## src/include/crw_pkg.sv

```systemverilog
// Shared types, register map and field layouts of the coprocessor register write unit.
// Assumes one clock and a register file that classifies the register it is asked about.
package crw_pkg;

    // Wishbone register map, byte addresses
    localparam logic [7:0] CRW_ADR_CTRL = 8'h00;
    localparam logic [7:0] CRW_ADR_STAT = 8'h04;
    localparam logic [7:0] CRW_ADR_MASK = 8'h08;
    localparam logic [7:0] CRW_ADR_LAST = 8'h0C;
    localparam logic [7:0] CRW_ADR_CNT  = 8'h10;

    // Values after reset
    localparam logic [6:0]  CRW_CTRL_RST = 7'h78;
    localparam logic [3:0]  CRW_STAT_RST = 4'h0;
    localparam logic [3:0]  CRW_MASK_RST = 4'h0;
    localparam logic [11:0] CRW_LAST_RST = 12'h000;
    localparam logic [15:0] CRW_CNT_RST  = 16'h0000;

    // Event bit positions in status and mask
    localparam int CRW_EV_DONE  = 0;
    localparam int CRW_EV_IGN   = 1;
    localparam int CRW_EV_UNDEF = 2;
    localparam int CRW_EV_CU    = 3;

    // Write masks of a 64-bit target
    localparam logic [63:0] CRW_M_ALL = 64'hFFFF_FFFF_FFFF_FFFF;
    localparam logic [63:0] CRW_M_LO  = 64'h0000_0000_FFFF_FFFF;
    localparam logic [63:0] CRW_M_HI  = 64'hFFFF_FFFF_0000_0000;
    localparam logic [63:0] CRW_M_ELH = 64'h3FFF_FFFF_C000_0000;

    typedef enum logic [3:0] {
        CRW_OP_LOW  = 4'h1,
        CRW_OP_HIGH = 4'h2,
        CRW_OP_FPR  = 4'h4,
        CRW_OP_COP2 = 4'h8
    } crw_op_t;

    typedef enum logic [7:0] {
        CRW_K_OTHER = 8'h01,
        CRW_K_ELO   = 8'h02,
        CRW_K_EHI   = 8'h04,
        CRW_K_MEMORY_ATTRIBUTE_REG  = 8'h08,
        CRW_K_CACHE_TAG_LOW = 8'h10,
        CRW_K_LLADR = 8'h20,
        CRW_K_BADVA = 8'h40,
        CRW_K_WATCH = 8'h80
    } crw_kind_t;

    typedef struct packed {
        logic cu2;
        logic cu1;
        logic cu0;
        logic rel6;
        logic vz;
        logic large_phys_addr_enable;
        logic extended_phys_addressing;
    } crw_ctrl_t;

    typedef struct packed {
        crw_op_t     op;
        logic [4:0]  rd;
        logic [2:0]  sel;
        logic [15:0] impl;
        logic [63:0] data;
    } crw_req_t;

    typedef struct packed {
        logic      implemented;
        logic      width64;
        logic      extended;
        logic      tag_writable;
        crw_kind_t kind;
    } crw_attr_t;

    typedef struct packed {
        logic        we;
        logic [4:0]  rd;
        logic [2:0]  sel;
        logic [63:0] data;
        logic [63:0] mask;
    } crw_cp0_wr_t;

    function automatic logic [63:0] crw_elo_low(input logic [31:0] w);
        return {w[31], w[30], 32'h0000_0000, w[29:0]};
    endfunction

    function automatic logic [63:0] crw_elo_high(input logic [31:0] w);
        return {2'b00, w[31:2], w[1:0], 30'h0000_0000};
    endfunction

    function automatic logic [31:0] crw_be_merge(input logic [31:0] old_v,
                                                 input logic [31:0] new_v,
                                                 input logic [3:0]  be);
        logic [31:0] r;
        r = old_v;
        for (int i = 0; i < 4; i++) begin
            if (be[i])
                r[8*i +: 8] = new_v[8*i +: 8];
        end
        return r;
    endfunction

endpackage

```

## src/verilog/crw_pack.sv

```systemverilog
// Data and mask shaping of system-control writes, purely combinational.
// Assumes attr_i describes the register that req_i names in the same cycle.
`timescale 1ns/1ns
module crw_pack
    import crw_pkg::*;
(
    input  wire crw_pkg::crw_req_t    req_i,
    input  wire crw_pkg::crw_attr_t   attr_i,
    input  wire crw_pkg::crw_ctrl_t   ctrl_i,
    output crw_pkg::crw_cp0_wr_t      wr_o,
    output logic                      ignore_o,
    output logic                      undef_o
);
    import crw_pkg::*;

    wire        is_low  = (req_i.op == CRW_OP_LOW);
    wire        is_high = (req_i.op == CRW_OP_HIGH);
    wire        is_elo  = (attr_i.kind == CRW_K_ELO);
    wire [31:0] word    = req_i.data[31:0];

    // Registers that only exist wide because of extended addressing
    wire xpa_kind = attr_i.kind inside {CRW_K_ELO, CRW_K_EHI, CRW_K_MEMORY_ATTRIBUTE_REG,
                                        CRW_K_CACHE_TAG_LOW, CRW_K_LLADR, CRW_K_BADVA};

    // Watchpoint-high only counts as extended in the latest release
    wire ext_ok = attr_i.implemented && attr_i.extended
                  && (attr_i.kind != CRW_K_WATCH || ctrl_i.rel6)
                  && (!xpa_kind || ctrl_i.extended_phys_addressing);

    // Read-only linked-load and faulting-address keep their upper half
    wire clr_hi = (ctrl_i.extended_phys_addressing && ctrl_i.large_phys_addr_enable
                   && (attr_i.kind == CRW_K_MEMORY_ATTRIBUTE_REG
                       || (attr_i.kind == CRW_K_CACHE_TAG_LOW && attr_i.tag_writable)))
                  || (ctrl_i.extended_phys_addressing && ctrl_i.vz && attr_i.kind == CRW_K_EHI);

    wire [63:0] low_data = is_elo         ? crw_elo_low(word) :
                           attr_i.width64 ? req_i.data :
                                            {32'h0000_0000, word};
    wire [63:0] low_mask = (is_elo || attr_i.width64 || clr_hi) ? CRW_M_ALL : CRW_M_LO;

    // Masked halves make a low then high pair land as one combined value
    wire [63:0] high_data = is_elo ? crw_elo_high(word)
                                   : {word, 32'h0000_0000};
    wire [63:0] high_mask = is_elo ? CRW_M_ELH : CRW_M_HI;

    wire target_ok = is_low ? attr_i.implemented : ext_ok;
    wire missed    = (is_low || is_high) && !target_ok;

    assign wr_o.we   = (is_low || is_high) && target_ok;
    assign wr_o.rd   = req_i.rd;
    assign wr_o.sel  = req_i.sel;
    assign wr_o.data = is_high ? high_data : low_data;
    assign wr_o.mask = is_high ? high_mask : low_mask;
    assign ignore_o  = missed && ctrl_i.rel6;
    assign undef_o   = missed && !ctrl_i.rel6;

endmodule // crw_pack

```

## src/verilog/crw_top.sv

```systemverilog
// Move-to-coprocessor write unit: shapes register writes for coprocessors 0, 1 and 2.
// Assumes one 10 MHz clock, a classic Wishbone master and a single-cycle request port.
//
// Notes on behaviour
// - Low move writes register chosen by rd and sel
// - Entry-low: bits 31:30 to 63:62, clear 61:30
// - Wide target gets 64 bits, narrow 32
// - Low move zeroes high bits of entry-low; other narrow registers keep them unless cleared below
// - Extended addressing clears high half of chosen registers
// - With virtualization, entry-high high half cleared
// - Latest release ignores low writes to missing registers
// - Float move writes low word, high unspecified
// - High move writes bits 63:32 of extended register
// - Entry-low high move shifts right by two
// - Shift happens even without inhibit bit support
// - Low then high entry-low writes combine atomically
// - Latest release ignores high writes to unextended registers
// - Extended set: addressing registers plus watchpoint-high
`timescale 1ns/1ns
module crw_top
    import crw_pkg::*;
(
    input  wire logic                  clk_i,
    input  wire logic                  rst_i,
    input  wire logic                  cyc_i,
    input  wire logic                  stb_i,
    input  wire logic                  we_i,
    input  wire logic [7:0]            adr_i,
    input  wire logic [3:0]            sel_i,
    input  wire logic [31:0]           dat_i,
    output logic [31:0]                dat_o,
    output logic                       ack_o,
    input  wire logic                  req_valid_i,
    input  wire crw_pkg::crw_req_t     req_i,
    input  wire crw_pkg::crw_attr_t    attr_i,
    output crw_pkg::crw_cp0_wr_t       cp0_wr_o,
    output logic                       fpr_we_o,
    output logic [4:0]                 fpr_idx_o,
    output logic [31:0]                fpr_data_o,
    output logic                       cop2_we_o,
    output logic [15:0]                cop2_impl_o,
    output logic [31:0]                cop2_data_o,
    output logic                       cu_exc_o,
    output logic [1:0]                 cu_num_o,
    output logic                       irq_o
);
    import crw_pkg::*;

    crw_ctrl_t   ctrl_q;
    logic [3:0]  stat_q;
    logic [3:0]  mask_q;
    logic [11:0] last_q;
    logic [15:0] cnt_q;
    logic        ack_q;
    logic [31:0] rdat_q;

    crw_cp0_wr_t cp0_q;
    logic        fpr_we_q;
    logic [4:0]  fpr_idx_q;
    logic [31:0] fpr_data_q;
    logic        cop2_we_q;
    logic [15:0] cop2_impl_q;
    logic [31:0] cop2_data_q;
    logic        cu_exc_q;
    logic [1:0]  cu_num_q;

    crw_cp0_wr_t pack_wr;
    logic        pack_ign;
    logic        pack_undef;

    crw_pack u_pack (
        .req_i    (req_i),
        .attr_i   (attr_i),
        .ctrl_i   (ctrl_q),
        .wr_o     (pack_wr),
        .ignore_o (pack_ign),
        .undef_o  (pack_undef)
    );

    // Request side decode
    wire is_cp0  = (req_i.op == CRW_OP_LOW) || (req_i.op == CRW_OP_HIGH);
    wire is_fpr  = (req_i.op == CRW_OP_FPR);
    wire is_cop2 = (req_i.op == CRW_OP_COP2);

    wire cu_ok = is_cp0  ? ctrl_q.cu0 :
                 is_fpr  ? ctrl_q.cu1 :
                 is_cop2 ? ctrl_q.cu2 : 1'b0;

    wire take     = req_valid_i && cu_ok;
    wire refuse   = req_valid_i && !cu_ok;
    wire [1:0] cu_num_d = is_cp0 ? 2'd0 : is_fpr ? 2'd1 : 2'd2;

    wire ev_done  = take && (pack_wr.we || is_fpr || is_cop2);
    wire ev_ign   = take && is_cp0 && pack_ign;
    wire ev_undef = take && is_cp0 && pack_undef;
    wire [3:0] ev = {refuse, ev_undef, ev_ign, ev_done};

    // Wishbone decode; writes land on the edge that sees ack high
    wire wb_req  = cyc_i && stb_i;
    wire wb_wr   = wb_req && we_i && ack_q;
    wire hit_ctl = (adr_i == CRW_ADR_CTRL);
    wire hit_st  = (adr_i == CRW_ADR_STAT);
    wire hit_msk = (adr_i == CRW_ADR_MASK);
    wire hit_lst = (adr_i == CRW_ADR_LAST);
    wire hit_cnt = (adr_i == CRW_ADR_CNT);

    wire [31:0] ctrl_m = crw_be_merge({25'h0, ctrl_q}, dat_i, sel_i);
    wire [31:0] mask_m = crw_be_merge({28'h0, mask_q}, dat_i, sel_i);
    wire [31:0] w1c_m  = crw_be_merge(32'h0000_0000, dat_i, sel_i);

    // Unmapped addresses read zero and drop writes
    wire [31:0] rdat_d = hit_ctl ? {25'h0, ctrl_q} :
                         hit_st  ? {28'h0, stat_q} :
                         hit_msk ? {28'h0, mask_q} :
                         hit_lst ? {20'h0, last_q} :
                         hit_cnt ? {16'h0, cnt_q}  : 32'h0000_0000;

    // A new event outweighs a clear in the same cycle
    wire [3:0] w1c    = (wb_wr && hit_st) ? w1c_m[3:0] : 4'h0;
    wire [3:0] stat_d = (stat_q & ~w1c) | ev;

    always_ff @(posedge clk_i) begin
        if (rst_i) begin
            ack_q  <= 1'b0;
            rdat_q <= 32'h0000_0000;
        end else begin
            ack_q  <= wb_req && !ack_q;
            rdat_q <= rdat_d;
        end
    end

    always_ff @(posedge clk_i) begin
        if (rst_i) begin
            ctrl_q <= CRW_CTRL_RST;
            mask_q <= CRW_MASK_RST;
            stat_q <= CRW_STAT_RST;
        end else begin
            if (wb_wr && hit_ctl)
                ctrl_q <= ctrl_m[6:0];
            if (wb_wr && hit_msk)
                mask_q <= mask_m[3:0];
            stat_q <= stat_d;
        end
    end

    always_ff @(posedge clk_i) begin
        if (rst_i) begin
            last_q <= CRW_LAST_RST;
            cnt_q  <= CRW_CNT_RST;
        end else if (req_valid_i) begin
            last_q <= {req_i.op, req_i.rd, req_i.sel};
            cnt_q  <= cnt_q + {15'h0, ev_done};
        end
    end

    // Coprocessor 0 write port
    always_ff @(posedge clk_i) begin
        if (rst_i) begin
            cp0_q <= '0;
        end else begin
            cp0_q    <= pack_wr;
            cp0_q.we <= take && pack_wr.we;
        end
    end

    // Float and coprocessor 2 ports carry only the low word
    always_ff @(posedge clk_i) begin
        if (rst_i) begin
            fpr_we_q    <= 1'b0;
            fpr_idx_q   <= 5'h00;
            fpr_data_q  <= 32'h0000_0000;
            cop2_we_q   <= 1'b0;
            cop2_impl_q <= 16'h0000;
            cop2_data_q <= 32'h0000_0000;
        end else begin
            fpr_we_q    <= take && is_fpr;
            fpr_idx_q   <= req_i.rd;
            fpr_data_q  <= req_i.data[31:0];
            cop2_we_q   <= take && is_cop2;
            cop2_impl_q <= req_i.impl;
            cop2_data_q <= req_i.data[31:0];
        end
    end

    always_ff @(posedge clk_i) begin
        if (rst_i) begin
            cu_exc_q <= 1'b0;
            cu_num_q <= 2'd0;
        end else begin
            cu_exc_q <= refuse;
            cu_num_q <= cu_num_d;
        end
    end

    assign ack_o       = ack_q;
    assign dat_o       = rdat_q;
    assign cp0_wr_o    = cp0_q;
    assign fpr_we_o    = fpr_we_q;
    assign fpr_idx_o   = fpr_idx_q;
    assign fpr_data_o  = fpr_data_q;
    assign cop2_we_o   = cop2_we_q;
    assign cop2_impl_o = cop2_impl_q;
    assign cop2_data_o = cop2_data_q;
    assign cu_exc_o    = cu_exc_q;
    assign cu_num_o    = cu_num_q;
    assign irq_o       = |(stat_q & mask_q);

    wire low_go  = take && req_i.op == CRW_OP_LOW && attr_i.implemented;
    wire high_go = take && req_i.op == CRW_OP_HIGH;
endmodule // crw_top

```

## config.mk

```make
export PLATFORM = sky130hd
export DESIGN_NAME = crw_top
export DESIGN_NICKNAME = d
export VERILOG_FILES = /design/src/include/crw_pkg.sv /design/src/verilog/crw_pack.sv /design/src/verilog/crw_top.sv
export SDC_FILE = /design/constraint.sdc
export NUM_CORES = 1
export LEC_CHECK = 0
export BUFFER_PORTS_ARGS = -buffer_cell sky130_fd_sc_hd__buf_2
export CAP_MARGIN = 5
export CORE_MARGIN = 2
export CORE_UTILIZATION = 37
export CTS_BUF_LIST = sky130_fd_sc_hd__clkbuf_4
export CTS_CLUSTER_SIZE = 14
export DETAILED_ROUTE_END_ITERATION = 12
export PLACE_DENSITY_LB_ADDON = 0.2
export SLEW_MARGIN = 20
export SYNTH_ARGS = -nofsm -noshare
export SYNTH_HDL_FRONTEND = slang
export SYNTH_HIERARCHICAL = 1
export SYNTH_SLANG_ARGS = --single-unit
```

## constraint.sdc

```tcl
create_clock -name clk_i -period 3.62 [get_ports clk_i]
set_clock_uncertainty 0.05 [all_clocks]
set_input_delay 0.724 -clock clk_i [delete_from_list [all_inputs] [get_ports clk_i]]
set_output_delay 0.724 -clock clk_i [all_outputs]
set_load 0.01 [all_outputs]
```

==> results.ini <==
[grt]
grt_usage_pct=18.1
antenna_found_initial=3
grt_pass1_wl_um=40700
grt_pass1_vias=7368
overflow=0
grt_max_degree=86

[sta]
hold_viol=0
grt_setup_unrepaired=false
whs_ns=0.240
finalSetupViolCount=0
maxSlewViolCount=0
period_minus_slack_ns=2.92
setup_tns_ns=0
worst_pin_slew_ns=0.730
post-route-period-util_pct=80.7
slew_headroom_pct=51.0
clock.fmax_mhz=342

[synth]
syn_avg_cell_area_um2=9.86
synth_most_common_cell=dfxtp_1
async_flop_share_pct=0
synth-seq-cells=255
synthTopCellsByCount=255 x dfxtp_1, 196 x nor2b_1, 120 x buf_4, 48 x nor2_1, 45 x a21oi_1
synth_top_area_share_pct=50.4
synth_top_cell_by_area=dfxtp_1
syn_inst=1027
synthDistinctLibCells=66
ys_dominant_reg_cell=dfxtp_1
ys_top_cells_by_area=dfxtp_1 50%, nor2b_1 12%, buf_4 8.9%
ys_seq_area_share_pct=50.4
yosysWarnings=6
synth_edf_count=0
syn_area_um2=10100

[worst_hold_path]
hp-class=in2reg
min_delay_path_depth=2

[worst_setup_path]
startpoint_type=flip-flop
cp-endpoint=cnt_q[14]
timing.rr.start=ctrl_q[3]
path_max_fanout=7
cp.required_ns=4.07
r2r_setup_slack_ns=0.70
crit_start=ctrl_q[3]
reg2reg_to=cnt_q[14]
r2r_cells=13
crit_path_end_kind=flip-flop
cp.arrival_ns=3.37
critPathKind=reg2reg

[detailed_routing]
drt-initial-drc-count=354
dr.pass1.iters=4
drtAntennaViolNets=0
viasPerCell=4.56
wirelength_um=27100
wire_per_inst_um=15.7
vias=7844
drc=0

[placement]
dpl_cell_area_um2=11400
hpwl_um=19100
gp_congestion=0.841
io_buffers=370

[clock_network]
cts_root_buf=clkbuf_4
cts_buffers=71
insertion_delay_ns=0.64
cts.path.max_buffers=3
cts_tree=yes
cts-hold-fix-buffers=0
cts_setup_buffers=0
cts.clk_slew.worst_paths_ns=0.07
cts_resized=0
cts_num_sinks=255
cts_htree_levels=3

[die]
io_pins=415
start_util_pct=37.6
coreArea_um2=27000
dieHeight_um=169
fp.dieW_um=169
dieArea_um2=28700
num_rows=60

[final_layout]
final_nets=1483
final_cell_area_um2=12400
drive_gt1_share_pct=37.8
synthToLayoutAreaGrowth_pct=22.2
fillerInstances=2631
final_util_pct=45.9

[pwr]
clkPwrFrac_pct=42.5
power.share.sequential_pct=47.6
power.internal_w=0.00469
ir_drop_v=0.000197
combPwrFrac_pct=9.8
powerDensity_nw_per_um2=505
p_leak_nw=5.80
power.switching_w=0.00155
swShare_pct=24.9

[status]
status=finished clean

[flow_run]
drv_cap=0

[state kept, by name, summed over array words and instances (netlist names)]
| register | count |
|---|---|
| cop2_impl_o | 16 |
| ack_o | 1 |
| cop2_we_o | 1 |
| cnt_q | 16 |
| fpr_idx_o | 5 |
| cu_exc_o | 1 |
| fpr_we_o | 1 |
| mask_q | 4 |
| cu_num_o | 2 |
| last_q | 12 |
| ctrl_q | 7 |
| cp0_wr_o | 137 |
| dat_o | 16 |
| cop2_data_o | 32 |
| stat_q | 4 |
[worst min-delay path by stage]
stage | from | end | slack (ns)
after floorplan | last_q[4] | dat_o[4] | 0.36
after global placement | last_q[4] | dat_o[4] | 0.39
after detailed placement | last_q[6] | dat_o[6] | 0.39
after CTS | req_i[79] | cop2_impl_o[15] | 0.14
after global routing | req_i[74] | cop2_impl_o[10] | 0.17
final | req_i[79] | cop2_impl_o[15] | 0.24
[cells by family after synthesis]
family	after synthesis	synth area share, %
other	1	0.0370
adder cells (fa/ha/maj)	2	0.247
multiplexers	22	2.30
AND/OR/NAND/NOR	418	25.1
buffers and inverters	182	11.5
flip-flops	255	50.4
XOR/XNOR	17	1.47
AO/OA/AOI/OAI	130	8.99
[layout make-up]
cell class | instances | area, um^2 | share of cell area, %
multi-input combinational | 605 | 3920 | 31.6
sequential | 255 | 5100 | 41.2
tap | 341 | 427 | 3.45
clock inverter | 16 | 123 | 0.991
inverter | 11 | 41.3 | 0.334
clock buffer | 107 | 803 | 6.49
timing repair buffer | 383 | 1960 | 15.8
antenna | 3 | 7.51 | 0.0607
[per-stage QoR]
step / cells / setup slack [ns] / total power [W]
floorplan: 1042 / 0.579 / 0.00344
global placement: 1595 / 0.295 / 0.00365
detailed placement: 1595 / 0.275 / 0.00366
CTS: 1718 / 0.716 / 0.00638
global route: 1721 / 0.467 / 0.00658
finish: 1721 / 0.699 / 0.00625
[critical path, cell delays in order, from the launching register on]
cell	delay, ns
dfxtp_1	0.48
nor4_1	0.08
a31oi_1	0.34
o211ai_1	0.15
o32ai_1	0.24
a21o_1	0.17
nand2_1	0.06
nor2_1	0.09
ha_1	0.19
ha_1	0.19
nand3_1	0.17
nor4_1	0.37
xnor2_1	0.17
nor2_1	0.06
[routing by layer]
| metal | routed length (um) | GRT usage (%) |
|---|---|---|
| met2 | 13100 | 30.2 |
| met3 | 1660 | 4.80 |
| met5 | 7 | 0 |
| met4 | 550 | 6.21 |
| met1 | 11700 | 22.6 |
[cells in the final DEF (no fill, tap or decap), types with 5 or more instances in the layout]
cell	synthesis	routed
xnor2_1	11	11
nand3_1	11	11
nor3_1	8	8
nand2b_1	10	10
mux2i_1	21	21
clkinv_1	1	8
nand2_1	29	29
buf_2	19	369
xor2_1	6	6
and2_1	35	35
o211ai_1	5	5
buf_4	120	13
nand4_1	10	10
o2bb2ai_1	30	30
conb_1	1	16
inv_1	9	9
nor4_1	9	9
o21ai_1	6	6
and3_1	33	33
nor2b_1	196	196
dfxtp_1	255	255
o21ai_0	6	6
nor2_1	48	48
clkbuf_4	0	107
a22o_1	7	7
a21oi_1	45	45
[power by group through the flow]
stage | Sequential [W] | Clock [W] | Combinational (W)
floorplan | 0.00310 | 0 | 0.000341
global placement | 0.00304 | 0 | 0.000617
detailed placement | 0.00304 | 0 | 0.000622
CTS | 0.00297 | 0.00278 | 0.000623
global route | 0.00298 | 0.00292 | 0.000678
finish | 0.00297 | 0.00266 | 0.000615
Power figures use the tool's default switching activity.
